### src/design/lbd_pkg.sv
// shared constants, encodings and helpers of the led blink and dim controller
package lbd_pkg;

  // blink period range: fastest rate and slowest period for each variant
  localparam int unsigned STEPS       = 256;     // duty steps and period steps per setting
  localparam int unsigned DIM_FAST_HZ = 160;
  localparam int unsigned DIM_SLOW_MS = 1600;
  localparam int unsigned BLK_FAST_HZ = 40;
  localparam int unsigned BLK_SLOW_MS = 6400;
  localparam int unsigned MS_PER_S    = 1000;

  // nominal rate of the free-running oscillator input and its allowed drift
  localparam int unsigned OSC_NOM_HZ  = 12_500_000;
  localparam int unsigned OSC_TOL_PCT = 10;

  // register bus layout, byte addresses of 32-bit words
  localparam int unsigned ADDR_W      = 8;
  localparam logic [7:0]  ADDR_INPUT  = 8'h00;
  localparam logic [7:0]  ADDR_PSC0   = 8'h04;
  localparam logic [7:0]  ADDR_PWM0   = 8'h08;
  localparam logic [7:0]  ADDR_PSC1   = 8'h0C;
  localparam logic [7:0]  ADDR_PWM1   = 8'h10;
  localparam logic [7:0]  ADDR_SEL    = 8'h14;
  localparam logic [7:0]  ADDR_STAT   = 8'h18;
  localparam logic [7:0]  ADDR_BLINKS = 8'h1C;

  localparam logic [1:0]  RESP_OKAY   = 2'h0;
  localparam logic [1:0]  RESP_SLVERR = 2'h2;

  // reset values of the blink settings and output selection
  localparam logic [7:0]  PSC_RST     = 8'hFF;
  localparam logic [7:0]  PWM_RST     = 8'h80;
  localparam logic [31:0] SEL_RST     = 32'h0000_0000;

  // status word bit positions
  localparam int unsigned STAT_B0     = 0;
  localparam int unsigned STAT_B1     = 1;
  localparam int unsigned STAT_PINRST = 2;
  localparam int unsigned STAT_DIMMER = 3;

  // per-output source selection, two bits per output
  typedef enum logic [1:0] {
    SEL_OFF    = 2'b00,
    SEL_ON     = 2'b01,
    SEL_BLINK0 = 2'b10,
    SEL_BLINK1 = 2'b11
  } lbd_sel_t;

  // oscillator edges per duty step: fastest period spread over STEPS steps
  function automatic int unsigned lbd_tick_div(input int unsigned osc_hz, input bit dimmer);
    int unsigned fast;
    int unsigned d;
    fast = dimmer ? DIM_FAST_HZ : BLK_FAST_HZ;
    d    = osc_hz / (fast * STEPS);
    return (d == 0) ? 1 : d;
  endfunction

  // byte-lane merge of a write under its strobes
  function automatic logic [31:0] lbd_merge(input logic [31:0] old_w, input logic [31:0] new_w,
                                            input logic [3:0] strb);
    logic [31:0] r;
    r = old_w;
    for (int i = 0; i < 4; i++) begin
      if (strb[i]) begin
        r[8*i +: 8] = new_w[8*i +: 8];
      end
    end
    return r;
  endfunction

endpackage

### src/design/lbd_blink.sv
// one blink setting: period prescaler and duty compare
module lbd_blink (
  input  wire logic       aclk,
  input  wire logic       rst_n,
  input  wire logic       tick,
  input  wire logic [7:0] period_sel,
  input  wire logic [7:0] duty,
  output logic            active
);
  import lbd_pkg::*;

  typedef struct packed {
    logic [7:0] cnt;
    logic [7:0] phase;
    logic       act;
  } lbd_blink_st_t;

  lbd_blink_st_t st_ff;
  lbd_blink_st_t nxt_st;

  // period = (period_sel+1) * STEPS ticks; a smaller new setting takes effect at once
  always_comb begin
    nxt_st = st_ff;
    if (tick) begin
      if (st_ff.cnt >= period_sel) begin
        nxt_st.cnt   = 8'h00;
        nxt_st.phase = st_ff.phase + 8'h01;
      end else begin
        nxt_st.cnt   = st_ff.cnt + 8'h01;
      end
    end
    nxt_st.act = (st_ff.phase < duty);
    if (!rst_n) begin
      nxt_st = '0;
    end
  end

  always_ff @(posedge aclk) begin
    st_ff <= nxt_st;
  end

  assign active = st_ff.act;

endmodule

### src/design/lbd_sync.sv
// two-flop synchroniser for pins arriving from outside the clock domain
module lbd_sync #(
  parameter int unsigned W       = 1,
  parameter logic [W-1:0] RST_VAL = '0
) (
  input  wire logic         aclk,
  input  wire logic         aresetn,
  input  wire logic [W-1:0] d_async,
  output logic      [W-1:0] q_sync
);
  import lbd_pkg::*;

  typedef struct packed {
    logic [W-1:0] meta;
    logic [W-1:0] held;
  } lbd_sync_st_t;

  lbd_sync_st_t st_ff;
  lbd_sync_st_t nxt_st;

  // first stage feeds only the second stage
  always_comb begin
    nxt_st.meta = d_async;
    nxt_st.held = st_ff.meta;
    if (!aresetn) begin
      nxt_st.meta = RST_VAL;
      nxt_st.held = RST_VAL;
    end
  end

  always_ff @(posedge aclk) begin
    st_ff <= nxt_st;
  end

  assign q_sync = st_ff.held;

endmodule

### src/design/lbd_top.sv
// led blink and dim controller with an axi4-lite register slave
//
// The register offsets and the AXI4-Lite interface to the registers were left to the implementer.
module lbd_top #(
  parameter int unsigned N_LED    = 8,
  parameter bit          DIMMER   = 1'b1,
  parameter int unsigned OSC_HZ   = lbd_pkg::OSC_NOM_HZ,
  parameter int unsigned TICK_DIV = lbd_pkg::lbd_tick_div(OSC_HZ, DIMMER)
) (
  input  wire logic                       aclk,
  input  wire logic                       aresetn,
  input  wire logic [lbd_pkg::ADDR_W-1:0] s_axi_awaddr,
  input  wire logic                       s_axi_awvalid,
  output logic                            s_axi_awready,
  input  wire logic [31:0]                s_axi_wdata,
  input  wire logic [3:0]                 s_axi_wstrb,
  input  wire logic                       s_axi_wvalid,
  output logic                            s_axi_wready,
  output logic [1:0]                      s_axi_bresp,
  output logic                            s_axi_bvalid,
  input  wire logic                       s_axi_bready,
  input  wire logic [lbd_pkg::ADDR_W-1:0] s_axi_araddr,
  input  wire logic                       s_axi_arvalid,
  output logic                            s_axi_arready,
  output logic [31:0]                     s_axi_rdata,
  output logic [1:0]                      s_axi_rresp,
  output logic                            s_axi_rvalid,
  input  wire logic                       s_axi_rready,
  input  wire logic                       osc_clk,
  input  wire logic                       hw_rst_n,
  input  wire logic [N_LED-1:0]           led_i,
  output logic      [N_LED-1:0]           led_o,
  output logic      [N_LED-1:0]           led_oe
);
  import lbd_pkg::*;

  // refuse output counts and dividers that the logic cannot serve
  if (!(N_LED == 2 || N_LED == 4 || N_LED == 8 || N_LED == 16)) begin : g_chk_nled
    $error("N_LED must be 2, 4, 8 or 16");
  end
  if (TICK_DIV < 1 || TICK_DIV > 65536) begin : g_chk_div
    $error("TICK_DIV must lie in 1..65536");
  end
  if (DIM_FAST_HZ * DIM_SLOW_MS != STEPS * MS_PER_S ||
      BLK_FAST_HZ * BLK_SLOW_MS != STEPS * MS_PER_S) begin : g_chk_range
    $error("period range does not match the prescaler width");
  end

  // divider count and selection mask, sized to the registers they meet
  localparam logic [15:0] DIV_M1   = 16'(TICK_DIV - 1);
  localparam logic [31:0] SEL_MASK = (N_LED == 16) ? 32'hFFFF_FFFF
                                                   : ((32'h0000_0001 << (2 * N_LED)) - 32'h0000_0001);
  localparam int unsigned SYNC_W   = N_LED + 2;

  typedef struct packed {
    // write channel
    logic              aw_got;
    logic [ADDR_W-1:0] awaddr;
    logic              w_got;
    logic [31:0]       wdata;
    logic [3:0]        wstrb;
    logic              bvalid;
    logic [1:0]        bresp;
    // read channel
    logic              rvalid;
    logic [31:0]       rdata;
    logic [1:0]        rresp;
    // oscillator tick generation
    logic              osc_prev;
    logic [15:0]       div_cnt;
    logic              tick;
    // blink settings and output selection
    logic [7:0]        psc0;
    logic [7:0]        pwm0;
    logic [7:0]        psc1;
    logic [7:0]        pwm1;
    logic [31:0]       sel;
    logic [N_LED-1:0]  oe;
    logic              pin_rst_seen;
  } lbd_top_st_t;

  lbd_top_st_t st_ff;
  lbd_top_st_t nxt_st;

  logic [SYNC_W-1:0] sync_q;
  logic [N_LED-1:0]  led_s;
  logic              osc_s;
  logic              hw_rst_s;
  logic              blink_rst_n;
  logic              b0_act;
  logic              b1_act;
  logic [31:0]       rd_word;
  logic              rd_err;

  // pins from outside: reset pin idles high so it does not look asserted after aresetn
  lbd_sync #(
    .W       (SYNC_W),
    .RST_VAL ({1'b1, {(SYNC_W - 1){1'b0}}})
  ) u_sync (
    .aclk    (aclk),
    .aresetn (aresetn),
    .d_async ({hw_rst_n, osc_clk, led_i}),
    .q_sync  (sync_q)
  );

  assign led_s    = sync_q[N_LED-1:0];
  assign osc_s    = sync_q[N_LED];
  assign hw_rst_s = sync_q[N_LED+1];

  // the pin reset clears the blink engines as well as the settings
  assign blink_rst_n = aresetn & hw_rst_s;

  // two blink engines, each from its own rate and duty
  lbd_blink u_blink0 (
    .aclk       (aclk),
    .rst_n      (blink_rst_n),
    .tick       (st_ff.tick),
    .period_sel (st_ff.psc0),
    .duty       (st_ff.pwm0),
    .active     (b0_act)
  );

  lbd_blink u_blink1 (
    .aclk       (aclk),
    .rst_n      (blink_rst_n),
    .tick       (st_ff.tick),
    .period_sel (st_ff.psc1),
    .duty       (st_ff.pwm1),
    .active     (b1_act)
  );

  // drive-low decision for one output from its two select bits
  function automatic logic lbd_drive(input logic [1:0] code, input logic a0, input logic a1);
    logic r;
    r = 1'b0;
    unique case (lbd_sel_t'(code))
      SEL_OFF:    r = 1'b0;
      SEL_ON:     r = 1'b1;
      SEL_BLINK0: r = a0;
      SEL_BLINK1: r = a1;
    endcase
    return r;
  endfunction

  // read decode; an unmapped word answers slverr with zero data
  always_comb begin
    rd_word = 32'h0000_0000;
    rd_err  = 1'b0;
    case (s_axi_araddr)
      ADDR_INPUT: begin
        rd_word[N_LED-1:0] = led_s;
      end
      ADDR_PSC0: begin
        rd_word[7:0] = st_ff.psc0;
      end
      ADDR_PWM0: begin
        rd_word[7:0] = st_ff.pwm0;
      end
      ADDR_PSC1: begin
        rd_word[7:0] = st_ff.psc1;
      end
      ADDR_PWM1: begin
        rd_word[7:0] = st_ff.pwm1;
      end
      ADDR_SEL: begin
        rd_word = st_ff.sel;
      end
      ADDR_STAT: begin
        rd_word[STAT_B0]     = b0_act;
        rd_word[STAT_B1]     = b1_act;
        rd_word[STAT_PINRST] = st_ff.pin_rst_seen;
        rd_word[STAT_DIMMER] = DIMMER;
      end
      ADDR_BLINKS: begin
        rd_word = {st_ff.pwm1, st_ff.psc1, st_ff.pwm0, st_ff.psc0};
      end
      default: begin
        rd_err = 1'b1;
      end
    endcase
  end

  // one slot per channel: a new address or data word waits until the response is taken
  assign s_axi_awready = !st_ff.aw_got && !st_ff.bvalid;
  assign s_axi_wready  = !st_ff.w_got && !st_ff.bvalid;
  assign s_axi_arready = !st_ff.rvalid;

  // next state of the whole block
  always_comb begin
    logic [31:0] merged;
    merged = 32'h0000_0000;
    nxt_st = st_ff;
    nxt_st.tick = 1'b0;

    // count rising edges of the oscillator; the bus clock only samples it
    nxt_st.osc_prev = osc_s;
    if (osc_s && !st_ff.osc_prev) begin
      if (st_ff.div_cnt >= DIV_M1) begin
        nxt_st.div_cnt = 16'h0000;
        nxt_st.tick    = 1'b1;
      end else begin
        nxt_st.div_cnt = st_ff.div_cnt + 16'h0001;
      end
    end

    // capture address and data in whichever order they arrive
    if (s_axi_awvalid && s_axi_awready) begin
      nxt_st.aw_got = 1'b1;
      nxt_st.awaddr = s_axi_awaddr;
    end
    if (s_axi_wvalid && s_axi_wready) begin
      nxt_st.w_got = 1'b1;
      nxt_st.wdata = s_axi_wdata;
      nxt_st.wstrb = s_axi_wstrb;
    end

    // response handshakes release their channel
    if (st_ff.bvalid && s_axi_bready) begin
      nxt_st.bvalid = 1'b0;
    end
    if (st_ff.rvalid && s_axi_rready) begin
      nxt_st.rvalid = 1'b0;
    end

    // perform the write once both halves are held
    if (st_ff.aw_got && st_ff.w_got && !st_ff.bvalid) begin
      nxt_st.aw_got = 1'b0;
      nxt_st.w_got  = 1'b0;
      nxt_st.bvalid = 1'b1;
      nxt_st.bresp  = RESP_OKAY;
      case (st_ff.awaddr)
        ADDR_INPUT: begin
          // input levels are read only; the write is accepted and dropped
        end
        ADDR_PSC0: begin
          if (st_ff.wstrb[0]) nxt_st.psc0 = st_ff.wdata[7:0];
        end
        ADDR_PWM0: begin
          if (st_ff.wstrb[0]) nxt_st.pwm0 = st_ff.wdata[7:0];
        end
        ADDR_PSC1: begin
          if (st_ff.wstrb[0]) nxt_st.psc1 = st_ff.wdata[7:0];
        end
        ADDR_PWM1: begin
          if (st_ff.wstrb[0]) nxt_st.pwm1 = st_ff.wdata[7:0];
        end
        ADDR_SEL: begin
          // bits of absent outputs stay zero
          nxt_st.sel = lbd_merge(st_ff.sel, st_ff.wdata, st_ff.wstrb) & SEL_MASK;
        end
        ADDR_STAT: begin
          if (st_ff.wstrb[0] && st_ff.wdata[STAT_PINRST]) begin
            nxt_st.pin_rst_seen = 1'b0;
          end
        end
        ADDR_BLINKS: begin
          // both settings in one word, two byte lanes each
          merged = lbd_merge({st_ff.pwm1, st_ff.psc1, st_ff.pwm0, st_ff.psc0},
                             st_ff.wdata, st_ff.wstrb);
          nxt_st.psc0 = merged[7:0];
          nxt_st.pwm0 = merged[15:8];
          nxt_st.psc1 = merged[23:16];
          nxt_st.pwm1 = merged[31:24];
        end
        default: begin
          nxt_st.bresp = RESP_SLVERR;
        end
      endcase
    end

    // read answers in the cycle after the address is taken
    if (s_axi_arvalid && s_axi_arready) begin
      nxt_st.rvalid = 1'b1;
      nxt_st.rdata  = rd_word;
      nxt_st.rresp  = rd_err ? RESP_SLVERR : RESP_OKAY;
    end

    // pin reset returns settings and outputs to defaults; bus state is untouched
    if (!hw_rst_s) begin
      nxt_st.psc0    = PSC_RST;
      nxt_st.pwm0    = PWM_RST;
      nxt_st.psc1    = PSC_RST;
      nxt_st.pwm1    = PWM_RST;
      nxt_st.sel     = SEL_RST;
      nxt_st.div_cnt = 16'h0000;
      // set wins over a clear written in the same cycle
      nxt_st.pin_rst_seen = 1'b1;
    end

    // open-drain drive from the selection; runs with no bus traffic at all
    for (int i = 0; i < N_LED; i++) begin
      nxt_st.oe[i] = lbd_drive(st_ff.sel[2*i +: 2], b0_act, b1_act);
    end
    if (!hw_rst_s) begin
      nxt_st.oe = '0;
    end

    if (!aresetn) begin
      nxt_st              = '0;
      nxt_st.psc0         = PSC_RST;
      nxt_st.pwm0         = PWM_RST;
      nxt_st.psc1         = PSC_RST;
      nxt_st.pwm1         = PWM_RST;
      nxt_st.sel          = SEL_RST;
      nxt_st.bresp        = RESP_OKAY;
      nxt_st.rresp        = RESP_OKAY;
    end
  end

  always_ff @(posedge aclk) begin
    st_ff <= nxt_st;
  end

  // outputs straight from flip-flops except led_o, which is tied low; the pad only ever pulls low
  assign s_axi_bvalid = st_ff.bvalid;
  assign s_axi_bresp  = st_ff.bresp;
  assign s_axi_rvalid = st_ff.rvalid;
  assign s_axi_rdata  = st_ff.rdata;
  assign s_axi_rresp  = st_ff.rresp;
  assign led_o        = '0;
  assign led_oe       = st_ff.oe;

endmodule

### config.mk
export PLATFORM = sky130hd
export DESIGN_NAME = lbd_top
export DESIGN_NICKNAME = d
export VERILOG_FILES = /design/src/design/lbd_pkg.sv /design/src/design/lbd_blink.sv /design/src/design/lbd_sync.sv /design/src/design/lbd_top.sv
export SDC_FILE = /design/constraint.sdc
export NUM_CORES = 1
export LEC_CHECK = 0
export BUFFER_PORTS_ARGS = -buffer_cell sky130_fd_sc_hd__buf_4
export CORE_ASPECT_RATIO = 2
export CORE_UTILIZATION = 40
export DETAILED_ROUTE_END_ITERATION = 8
export GPL_TIMING_DRIVEN = 0
export SETUP_SLACK_MARGIN = 0.5
export SLEW_MARGIN = 20
export SYNTH_ARGS = -nofsm -noshare
export SYNTH_HDL_FRONTEND = slang
export SYNTH_HIERARCHICAL = 1
export SYNTH_SLANG_ARGS = --single-unit
### constraint.sdc
create_clock -name aclk -period 2.6 [get_ports aclk]
set_input_delay 0.13 -clock aclk [delete_from_list [all_inputs] [get_ports aclk]]
set_output_delay 0.13 -clock aclk [all_outputs]
set_load 0.05 [all_outputs]
Yosys cells after proc, flatten, opt, wreduce, memory -nomap -nowiden
Cells that the tools add are included.
{ "word_totals": {"ff_bits": 213, "in_bits": 69, "out_inout_bits": 57, "elab_cells": 167} }
{ "classes": {"addsub": 5, "order_cmp": 5, "n_eq_ne": 47, "mux": 32, "bitwise": 2, "n_reduce_logical": 47} }
{ "ops": {"columns": ["op", "count"], "rows": [
  ["8-bit by 5-bit == test with 1-bit output, second input constant", 8],
  ["8-bit 2-to-1 mux", 6],
  ["24-bit case mux with 2 select lines", 1],
  ["8-bit case mux with 2 select lines", 3],
  ["35-bit 2-to-1 mux", 1],
  ["8-bit by 1-bit adder with 8-bit output, second input constant", 4],
  ["2-bit == test, second input constant", 16],
  ["8-bit by 4-bit == test with 1-bit output, second input constant", 4],
  ["1-bit case mux with 4 select lines", 8],
  ["4-bit case mux with 7 select lines", 1],
  ["4-bit case mux with 6 select lines", 1],
  ["2-bit != test, second input constant", 9],
  ["16-bit by 1-bit adder with 16-bit output, second input constant", 1],
  ["2-bit by 1-bit == test with 1-bit output, second input constant", 8],
  ["8-bit by 3-bit == test with 1-bit output, second input constant", 2],
  ["16-bit by 9-bit greater-or-equal comparator with 1-bit output, second input constant", 1],
  ["8-bit greater-or-equal comparator", 2],
  ["2-bit logical NOT", 8],
  ["8-bit logical NOT", 2],
  ["8-bit < comparator", 2],
  ["16-bit 2-to-1 mux", 1],
  ["8-bit OR reduction", 2],
  ["3-bit AND reduction", 4],
  ["4-bit AND reduction", 3],
  ["10 further kinds", 40]
]} }

Depth between registers and ports, before layout
Gate-level depths: netlist (run 1).
{ "logic_depth": {"word_depth": 5, "depth_mapped": 9, "ltp_nobuf": 7} }

Modules after synthesis
The synthesis (run 1) kept the hierarchy.
{ "modules_own_cells": {"columns": ["module", "n_inst", "cells_each", "area_each_um2", "seq_area_each_um2"], "rows": [
  ["lbd_top", 1, 792, 7039.3, 3143.0],
  ["lbd_blink", 2, 141, 1177.4, 340.3],
  ["lbd_sync", 1, 52, 613.1, 400.4]
]} }

Worst setup path before layout (run 1)
No wires, ideal clock.
{ "synth_path": {"kind": "reg-to-reg", "startpoint": "reg st_ff (netlist bit s_axi_bvalid)", "endpoint": "reg st_ff[129] (netlist bit)", "setup_ns": 0.076, "arrival_ns": 2.137, "required_time_ns": 2.524, "slack_ns": 0.387, "path_stages_with_launch": 7, "path_buffers": 2, "synth_period_minus_slack_ns": 2.213, "path_cell_list": "dfxtp_1 > nor2_1 > and2_1 > buf_2 > buf_1 > nand2_1 > a21boi_0"} }
{ "synth_via": {"elab_chain_cells": 3} }
{ "synth_lines": {"columns": ["element", "line_no", "text"], "rows": [
  ["start, declared", "lbd_top.sv:82", "lbd_top_st_t st_ff;"],
  ["start signal, assigned", "lbd_top.sv:311", "st_ff <= nxt_st;"],
  ["1-bit logical NOT", "lbd_top.sv:185", "assign s_axi_wready = !st_ff.w_got && !st_ff.bvalid;"],
  ["1-bit logical AND", "lbd_top.sv:185", null],
  ["net s_axi_wready", "lbd_top.sv:18", "output logic s_axi_wready,"],
  ["1-bit logical AND", "lbd_top.sv:211", "if (s_axi_wvalid && s_axi_wready) begin"]
]} }
The timed path passes the listed nets, and every way through them passes these cells.
A chain may end at the register's enable or synchronous reset.

Worst setup path after layout (run 1)
{ "layout_path": {"startpoint": "reg st_ff[50] (netlist bit)", "endpoint": "reg u_blink1/st_ff[2] (netlist bit)"} }
{ "layout_via": {"elab_chain_cells": 2} }
{ "layout_lines": {"columns": ["element", "line_no", "text"], "rows": [
  ["8-bit greater-or-equal comparator", "lbd_blink.sv:25", "if (st_ff.cnt >= period_sel) begin"],
  ["2-bit AND reduction (no line)", null, null],
  ["end signal, assigned", "lbd_blink.sv:39", "st_ff <= nxt_st;"],
  ["end, declared", "lbd_blink.sv:18", "lbd_blink_st_t st_ff;"]
]} }
No other way between the ends.

==> impl_metrics.ini, run 1 <==
[status]
status = finished clean

[timing]
min_period_ns = 2.06
setup_viol = 0
fin_ws_ns = 0.537
final-max-slew-violation-count = 0
skew_ns = 0.0103
finalSetupTns_ns = 0
timing.fmax_mhz = 485
timing.final.hold_violations = 0
slew_headroom_pct = 54.8
min_period_over_period_pct = 79.3
worst_slew_pin_slew_ns = 0.673
rsz0062_at_grt = yes

[worst_setup_path]
cp_max_fo = 7
path_class = flop to flop
path_cells = inv_1 > ha_1 > a2111o_1 > a32oi_4 > buf_6 > mux2i_1 > nor2b_1
crit_path_top_delay_cell = a2111o_1
worstRegToRegCells = 7
crit_path_start_kind = flop
crit_family = compound AO/OA/AOI/OAI gates
r2r-start = st_ff[50]$_SDFFE_PN1P_
crit_arrival_ns = 2.47
cp.required_ns = 3.01
regToRegSetupSlack_ns = 0.54
cp.buffers_inverters = 2
critPathMaxStageDelay_ns = 0.48
r2r_end = u_blink1/st_ff[2]$_SDFFE_PN0P_
cp-end-kind = flop

[placement]
place_congestion = 0.968
placed_area_mm2 = 0.0113
portBuffers = 114
detailedPlace.worstSlack_ns = -0.0654
dpl.hpwl_mm = 21.6

[hold_path]
hold_depth = 3
hold_start = aresetn
hold_class = input port to flop
min_to = u_sync/st_ff[19]$_SDFF_PN1_

[floorplanning]
dieArea_mm2 = 0.0257
die_x_um = 114
coreArea_mm2 = 0.0245
ios = 126
die_h_um = 226
start_util_pct = 40.8
rows = 81

[flow_run]
cap_violations = 0

[global_route]
grt_usage_pct = 22.4
grt_pass1_vias = 8597
grt_pass1_wl_mm = 44.6
overflow = 0
grt_max_degree = 22
antenna_found_initial = 0

[synth]
synth_top_area_share_pct = 42.2
synth_top_family_by_area = simple AND/OR/NAND/NOR gates
synth_seq_area_share_pct = 42.2
yosys_warnings = 6
synth_most_common_cell = dfxtp_1
synth_xor_area_share_pct = 1.66
ys_ff_latch = 211
synthTopCellsByArea = dfxtp_1, nand2_1, mux2i_1
synthAdderAreaFrac_pct = 4.50
yosys-top-cells-count = dfxtp_1, nand2_1, nor2_1
synth_simple_gate_area_share_pct = 20.1
syn_area_mm2 = 0.0100
synth_mux_area_share_pct = 6.56
synth_edf_count = 0
syn_avg_cell_area_um2 = 8.89
syn_inst = 1126
yosysUniqueCellTypes = 64
synth_compound_area_share_pct = 15.9
yosys_most_used_dff = dfxtp_1
async_reset_ff_share_pct = 0
yosysTopAreaCell = dfxtp_1

[clocking]
cts.sinks = 211
cts_buffers = 21
cts_max_level = 1
clock_path_buffers = 3
ctsRootBufferMaster = clkbuf_16
cts_tree = built
clock_latency_ns = 0.51
cts.clk_slew.worst_paths_ns = 0.06

[detailed_routing]
ant_nets = 0
dr.pass1.iters = 5
drc = 0
drtIter0Drc = 389
avgRoutedWirePerCell_um = 16.9
via_per_inst = 5.02
dr_total_vias = 8474
routed_wl_mm = 28.6

[final_layout]
fin_area_mm2 = 0.0128
layout.nets = 1445
drive_above_1_share_pct = 22.3
area_growth_pct = 28.0
n_antenna_cell = 0

[pwr]
leakagePower_nw = 5.55
powerDensity_mw_per_mm2 = 555
max-vdd-ir-drop_v = 0.000466
-- layer usage --
layer  global-route usage [%]  vias up  share of wire (%)
met2                     44.6      193                 56
li1                         -     4224                  -
met4                     13.4        0                6.1
met1                     21.5     3973                 35
met3                     2.47       84                3.1
met5                        0        -                  0
-- metrics by stage --
step	hold slack, ns	util, %	cells	total power, W
finish	0.0810	52.2	1687	0.00711
floorplan	0.231	-	1135	0.00386
detailed placement	0.324	46.1	1581	0.00412
global placement	0.322	46.1	1581	0.00411
CTS	0.0668	51.8	1684	0.00718
global route	0.0869	52.2	1687	0.00737
-- final cells by class --
cell class | instances | area (um2)
Tap cell | 332 | 415
Inverter | 44 | 168
Buffer | 117 | 741
Clock inverter | 13 | 110
Sequential cell | 211 | 4250
Clock buffer | 25 | 561
Fill cell | 2391 | 11700
Timing Repair Buffer | 182 | 1540
Multi-Input combinational cell | 763 | 5030
-- how the worst max path moves through the flow --
stage | from | depth (start not counted) | to | slack (ns)
detailed placement | u_sync/q_sync[9]$_SDFF_PN1_ | 7 | u_blink1/st_ff[12]$_SDFFE_PN0P_ | -0.07
global placement | u_sync/q_sync[9]$_SDFF_PN1_ | 7 | u_blink0/st_ff[4]$_SDFFE_PN0P_ | -0.04
floorplan | u_blink1/st_ff[9]$_SDFFE_PN0P_ | 8 | u_blink1/st_ff[2]$_SDFFE_PN0P_ | 0.55
global route | u_blink1/st_ff[9]$_SDFFE_PN0P_ | 8 | u_blink1/st_ff[2]$_SDFFE_PN0P_ | 0.44
finish | st_ff[50]$_SDFFE_PN1P_ | 7 | u_blink1/st_ff[2]$_SDFFE_PN0P_ | 0.54
CTS | u_blink0/st_ff[9]$_SDFFE_PN0P_ | 8 | u_blink0/st_ff[2]$_SDFFE_PN0P_ | 0.53
-- cells by family (layout without fill, tap and decap cells) --
family          Yosys count  after routing
buf+inv                 161            381
fa+ha+maj                36             36
compound gates          229            229
simple gates            407            407
flops                   211            211
xor+xnor                 19             19
mux                      62             62
other cells               1             10
-- cell usage in the layout, fill, tap and decap left out, drive strengths merged, types with 12 or more instances in the layout --
master / synthesis / routed
a21oi: 28 / 28
and2: 28 / 28
a21boi: 66 / 66
a22oi: 24 / 24
inv: 44 / 46
mux2i: 51 / 51
or3: 12 / 12
nor2b: 28 / 28
o21ai: 44 / 44
nand2b: 22 / 22
clkbuf: 31 / 56
dfxtp: 211 / 211
nand2: 151 / 151
nor2: 96 / 96
nand4: 16 / 16
ha: 36 / 36
a211oi: 16 / 16
nor3: 14 / 14
buf: 86 / 208
nand3: 17 / 17
dlygate4sd3: 0 / 60
-- tightest hold or removal path, cell delays in order --
cell	delay, ns
buf_4	0.18
buf_4	0.18
nand2b_1	0.07
-- power breakdown --
group          total [W]  leakage [nW]  internal [W]  switching (W)
Sequential       0.00338          1.71       0.00331      0.0000732
Clock            0.00300         0.331       0.00166        0.00134
Combinational   0.000727          3.50      0.000316       0.000411
-- what timing repair did --
action,CTS,global route
resized for setup,19,25
endpoints found under the hold margin,57,0
gates cloned,2,0
pin swaps,6,6
hold buffers,60,0
endpoints found under the setup margin,43,19
setup buffers,3,3
-- state kept, by name, indices dropped and copies added, names as in the netlist, 8 cells and up --
name,cells
st_ff,113
u_sync/st_ff,10
u_sync/q_sync,10
s_axi_rdata,32
u_blink0/st_ff,16
u_blink1/st_ff,16
led_oe,8
No activity file was read; power rests on OpenSTA's default activity.
==> run 2: changes to the inputs <==
Settings changed: ABC_AREA from default to 1.
Clock period 2.6 ns to 1.9 ns, I/O delays scaled along.
==> run 2 against run 1 <==
Against the previous run:
- critical path type unchanged
- worst setup slack lost 0.27 ns
- maximum frequency grew 26%
- power grew 50%
- sequential power grew 40%
==> impl_metrics.ini, run 2 <==
[status]
status = finished clean

[final_layout]
area_growth_pct = 48.8
final_cell_mix = buf_4, nand2_1, dfxtp_1
drive_above_1_share_pct = 37.1
regMostFlops = st_ff
n_antenna_cell = 0
layout_commonest_cell = buf_4
fin_area_mm2 = 0.0150
n_fill_cell = 2212
largest_register_ffs = 113
layout.nets = 1796

[floorplanning]
start_util_pct = 40.5
die_x_um = 114
ios = 126
coreArea_mm2 = 0.0249
die_h_um = 227
rows = 82
dieArea_mm2 = 0.0259

[timing]
timing.fmax_mhz = 611
fin_ws_ns = 0.263
min_period_over_period_pct = 86.1
finalSetupTns_ns = 0
timing.final.hold_violations = 0
hold_ws_ns = 0.0681
worst_slew_pin_slew_ns = 0.725
setup_viol = 0
min_period_ns = 1.64
skew_ns = 0.0110
final-max-slew-violation-count = 0
rsz0062_at_grt = yes
slew_headroom_pct = 51.7

[synth]
yosys_most_used_dff = dfxtp_1
synth_mux_area_share_pct = 0.198
syn_inst = 1390
yosysUniqueCellTypes = 40
synth_xor_area_share_pct = 0.867
syn_avg_cell_area_um2 = 7.27
synth_simple_gate_area_share_pct = 25.7
yosysTopAreaCell = dfxtp_1
synth_most_common_cell = nand2_1
ys_ff_latch = 211
yosys-top-cells-count = nand2_1, dfxtp_1, inv_1
synthTopCellsByArea = dfxtp_1, nand2_1, inv_1
synth_top_area_share_pct = 41.8
synth_compound_area_share_pct = 13.0
async_reset_ff_share_pct = 0
synth_seq_area_share_pct = 41.8
yosys_warnings = 6
synthAdderAreaFrac_pct = 4.46
syn_area_mm2 = 0.0101
synth_top_family_by_area = simple AND/OR/NAND/NOR gates
synth_edf_count = 0

[clocking]
cts.clk_slew.worst_paths_ns = 0.07
cts_buffers = 21
clock_latency_ns = 0.52
cts_tree = built
ctsRootBufferMaster = clkbuf_16
cts_max_level = 1
clock_path_buffers = 3
cts.sinks = 211

[placement]
place_congestion = 0.918
placed_area_mm2 = 0.0116
detailedPlace.worstSlack_ns = 0.00322
dpl.hpwl_mm = 23.7
portBuffers = 114

[detailed_routing]
avgRoutedWirePerCell_um = 16.7
drtIter0Drc = 464
ant_nets = 0
drc = 0
dr_total_vias = 10100
routed_wl_mm = 34.1
dr.pass1.iters = 5
via_per_inst = 4.93

[worst_setup_path]
cp.required_ns = 2.31
crit_path_top_delay_cell = dfxtp_4
crit_family = simple AND/OR/NAND/NOR gates
crit_arrival_ns = 2.05
cp_max_fo = 6
critPathMaxStageDelay_ns = 0.39
cp-end-kind = flop
path_class = flop to flop
crit_path_start_kind = flop
path_cells = inv_4 > ha_4 > nand2_4 > nor2_4 > nand4_1 > nand3_4 > buf_6 > nand3_2 > nand2_1 > nor2_1
cp.buffers_inverters = 2

[pwr]
max-vdd-ir-drop_v = 0.000566
powerDensity_mw_per_mm2 = 710
total_power_w = 0.0107
leakagePower_nw = 6.77

[hold_path]
hold_class = input port to flop

[flow_run]
cap_violations = 0

[global_route]
grt_pass1_wl_mm = 50.8
antenna_found_initial = 0
grt_max_degree = 16
overflow = 0
grt_pass1_vias = 9890
grt_usage_pct = 25.8
[run 2: cell count changes in the layout (fill, tap and decap cells not counted), sizes merged, moves of 24 or more]
cell,previous run,this run
mux2i,51,2
nor2b,28,0
a22oi,24,0
nand3,17,83
a21boi,66,1
a21oi,28,111
buf,208,284
nand2,151,274
nor2,96,167
and2,28,0
o21ai,44,120
inv,46,179
[run 2: worst register-to-register path: cells and delay by family (launching register included)]
kind,cells,cell delay [ns]
flip-flops,1,0.39
adder cells (fa/ha/maj),1,0.27
buffers and inverters,2,0.20
AND/OR/NAND/NOR,7,0.67
[run 2: stage by stage]
stage                     util [%]  std cells
after floorplan                  -       1399
after global routing          60.3       2041
after CTS                     57.1       2010
after global placement        46.6       1849
after detailed placement      46.6       1849
final                         60.3       2041
[run 2: layer usage]
metal  wire length (um)  global-route usage, %  up-vias  part of all wire [%]
met1              11000                   23.4     4635                    32
met4               2870                   19.4        0                   8.4
met2              19000                   51.2      287                    56
li1                   -                      -     4991                     -
met3               1190                   2.62      142                   3.5
met5                  0                      0        -                     0
[run 2: final cells by class]
type,count,area (um2),share of cell area (%)
clock inverter,9,115,0.766
clock buffer,28,602,4.00
buffer,115,910,6.05
timing repair buffer,268,2370,15.8
multi-input combinational,894,5530,36.8
tap,336,420,2.80
inverter,180,743,4.94
sequential,211,4340,28.8
[run 2: report_power, final]
group	leakage [nW]	internal [W]	switching (W)
clock network	0.340	0.00252	0.00185
logic	4.69	0.000688	0.000897
registers	1.74	0.00457	0.000148
total	6.77	0.00778	0.00289
[run 2: kinds of logic (layout without fill, tap and decap cells)]
logic type / after synthesis / in the layout
AND/OR/NAND/NOR: 585 / 586
buffers and inverters: 295 / 600
adder cells (fa/ha/maj): 36 / 36
XOR/XNOR: 10 / 10
other: 1 / 10
multiplexers: 2 / 2
AO/OA/AOI/OAI: 250 / 250
flip-flops: 211 / 211
[run 2: path summary, 6_finish.rpt]
check | start | end | slack (ns) | cells past startpoint
hold / removal | s_axi_wvalid | st_ff[139]$_SDFFE_PN0P_ | 0.07 | 5
setup reg to reg | st_ff[54]$_SDFFE_PN1P_ | u_blink1/st_ff[3]$_SDFFE_PN0P_ | 0.26 | 10
hold reg to reg | u_sync/st_ff[19]$_SDFF_PN1_ | u_sync/q_sync[9]$_SDFF_PN1_ | 0.40 | 2
setup / recovery | st_ff[54]$_SDFFE_PN1P_ | u_blink1/st_ff[3]$_SDFFE_PN0P_ | 0.26 | 10
[run 2: what timing repair did]
item / 4_1_cts / 5_1_grt
cloned: 7 / 2
setup buffers: 46 / 29
setup endpoints to repair: 97 / 135
hold endpoints to repair: 69 / 0
pin swaps: 62 / 64
hold buffers: 71 / 0
gates resized for setup: 226 / 188
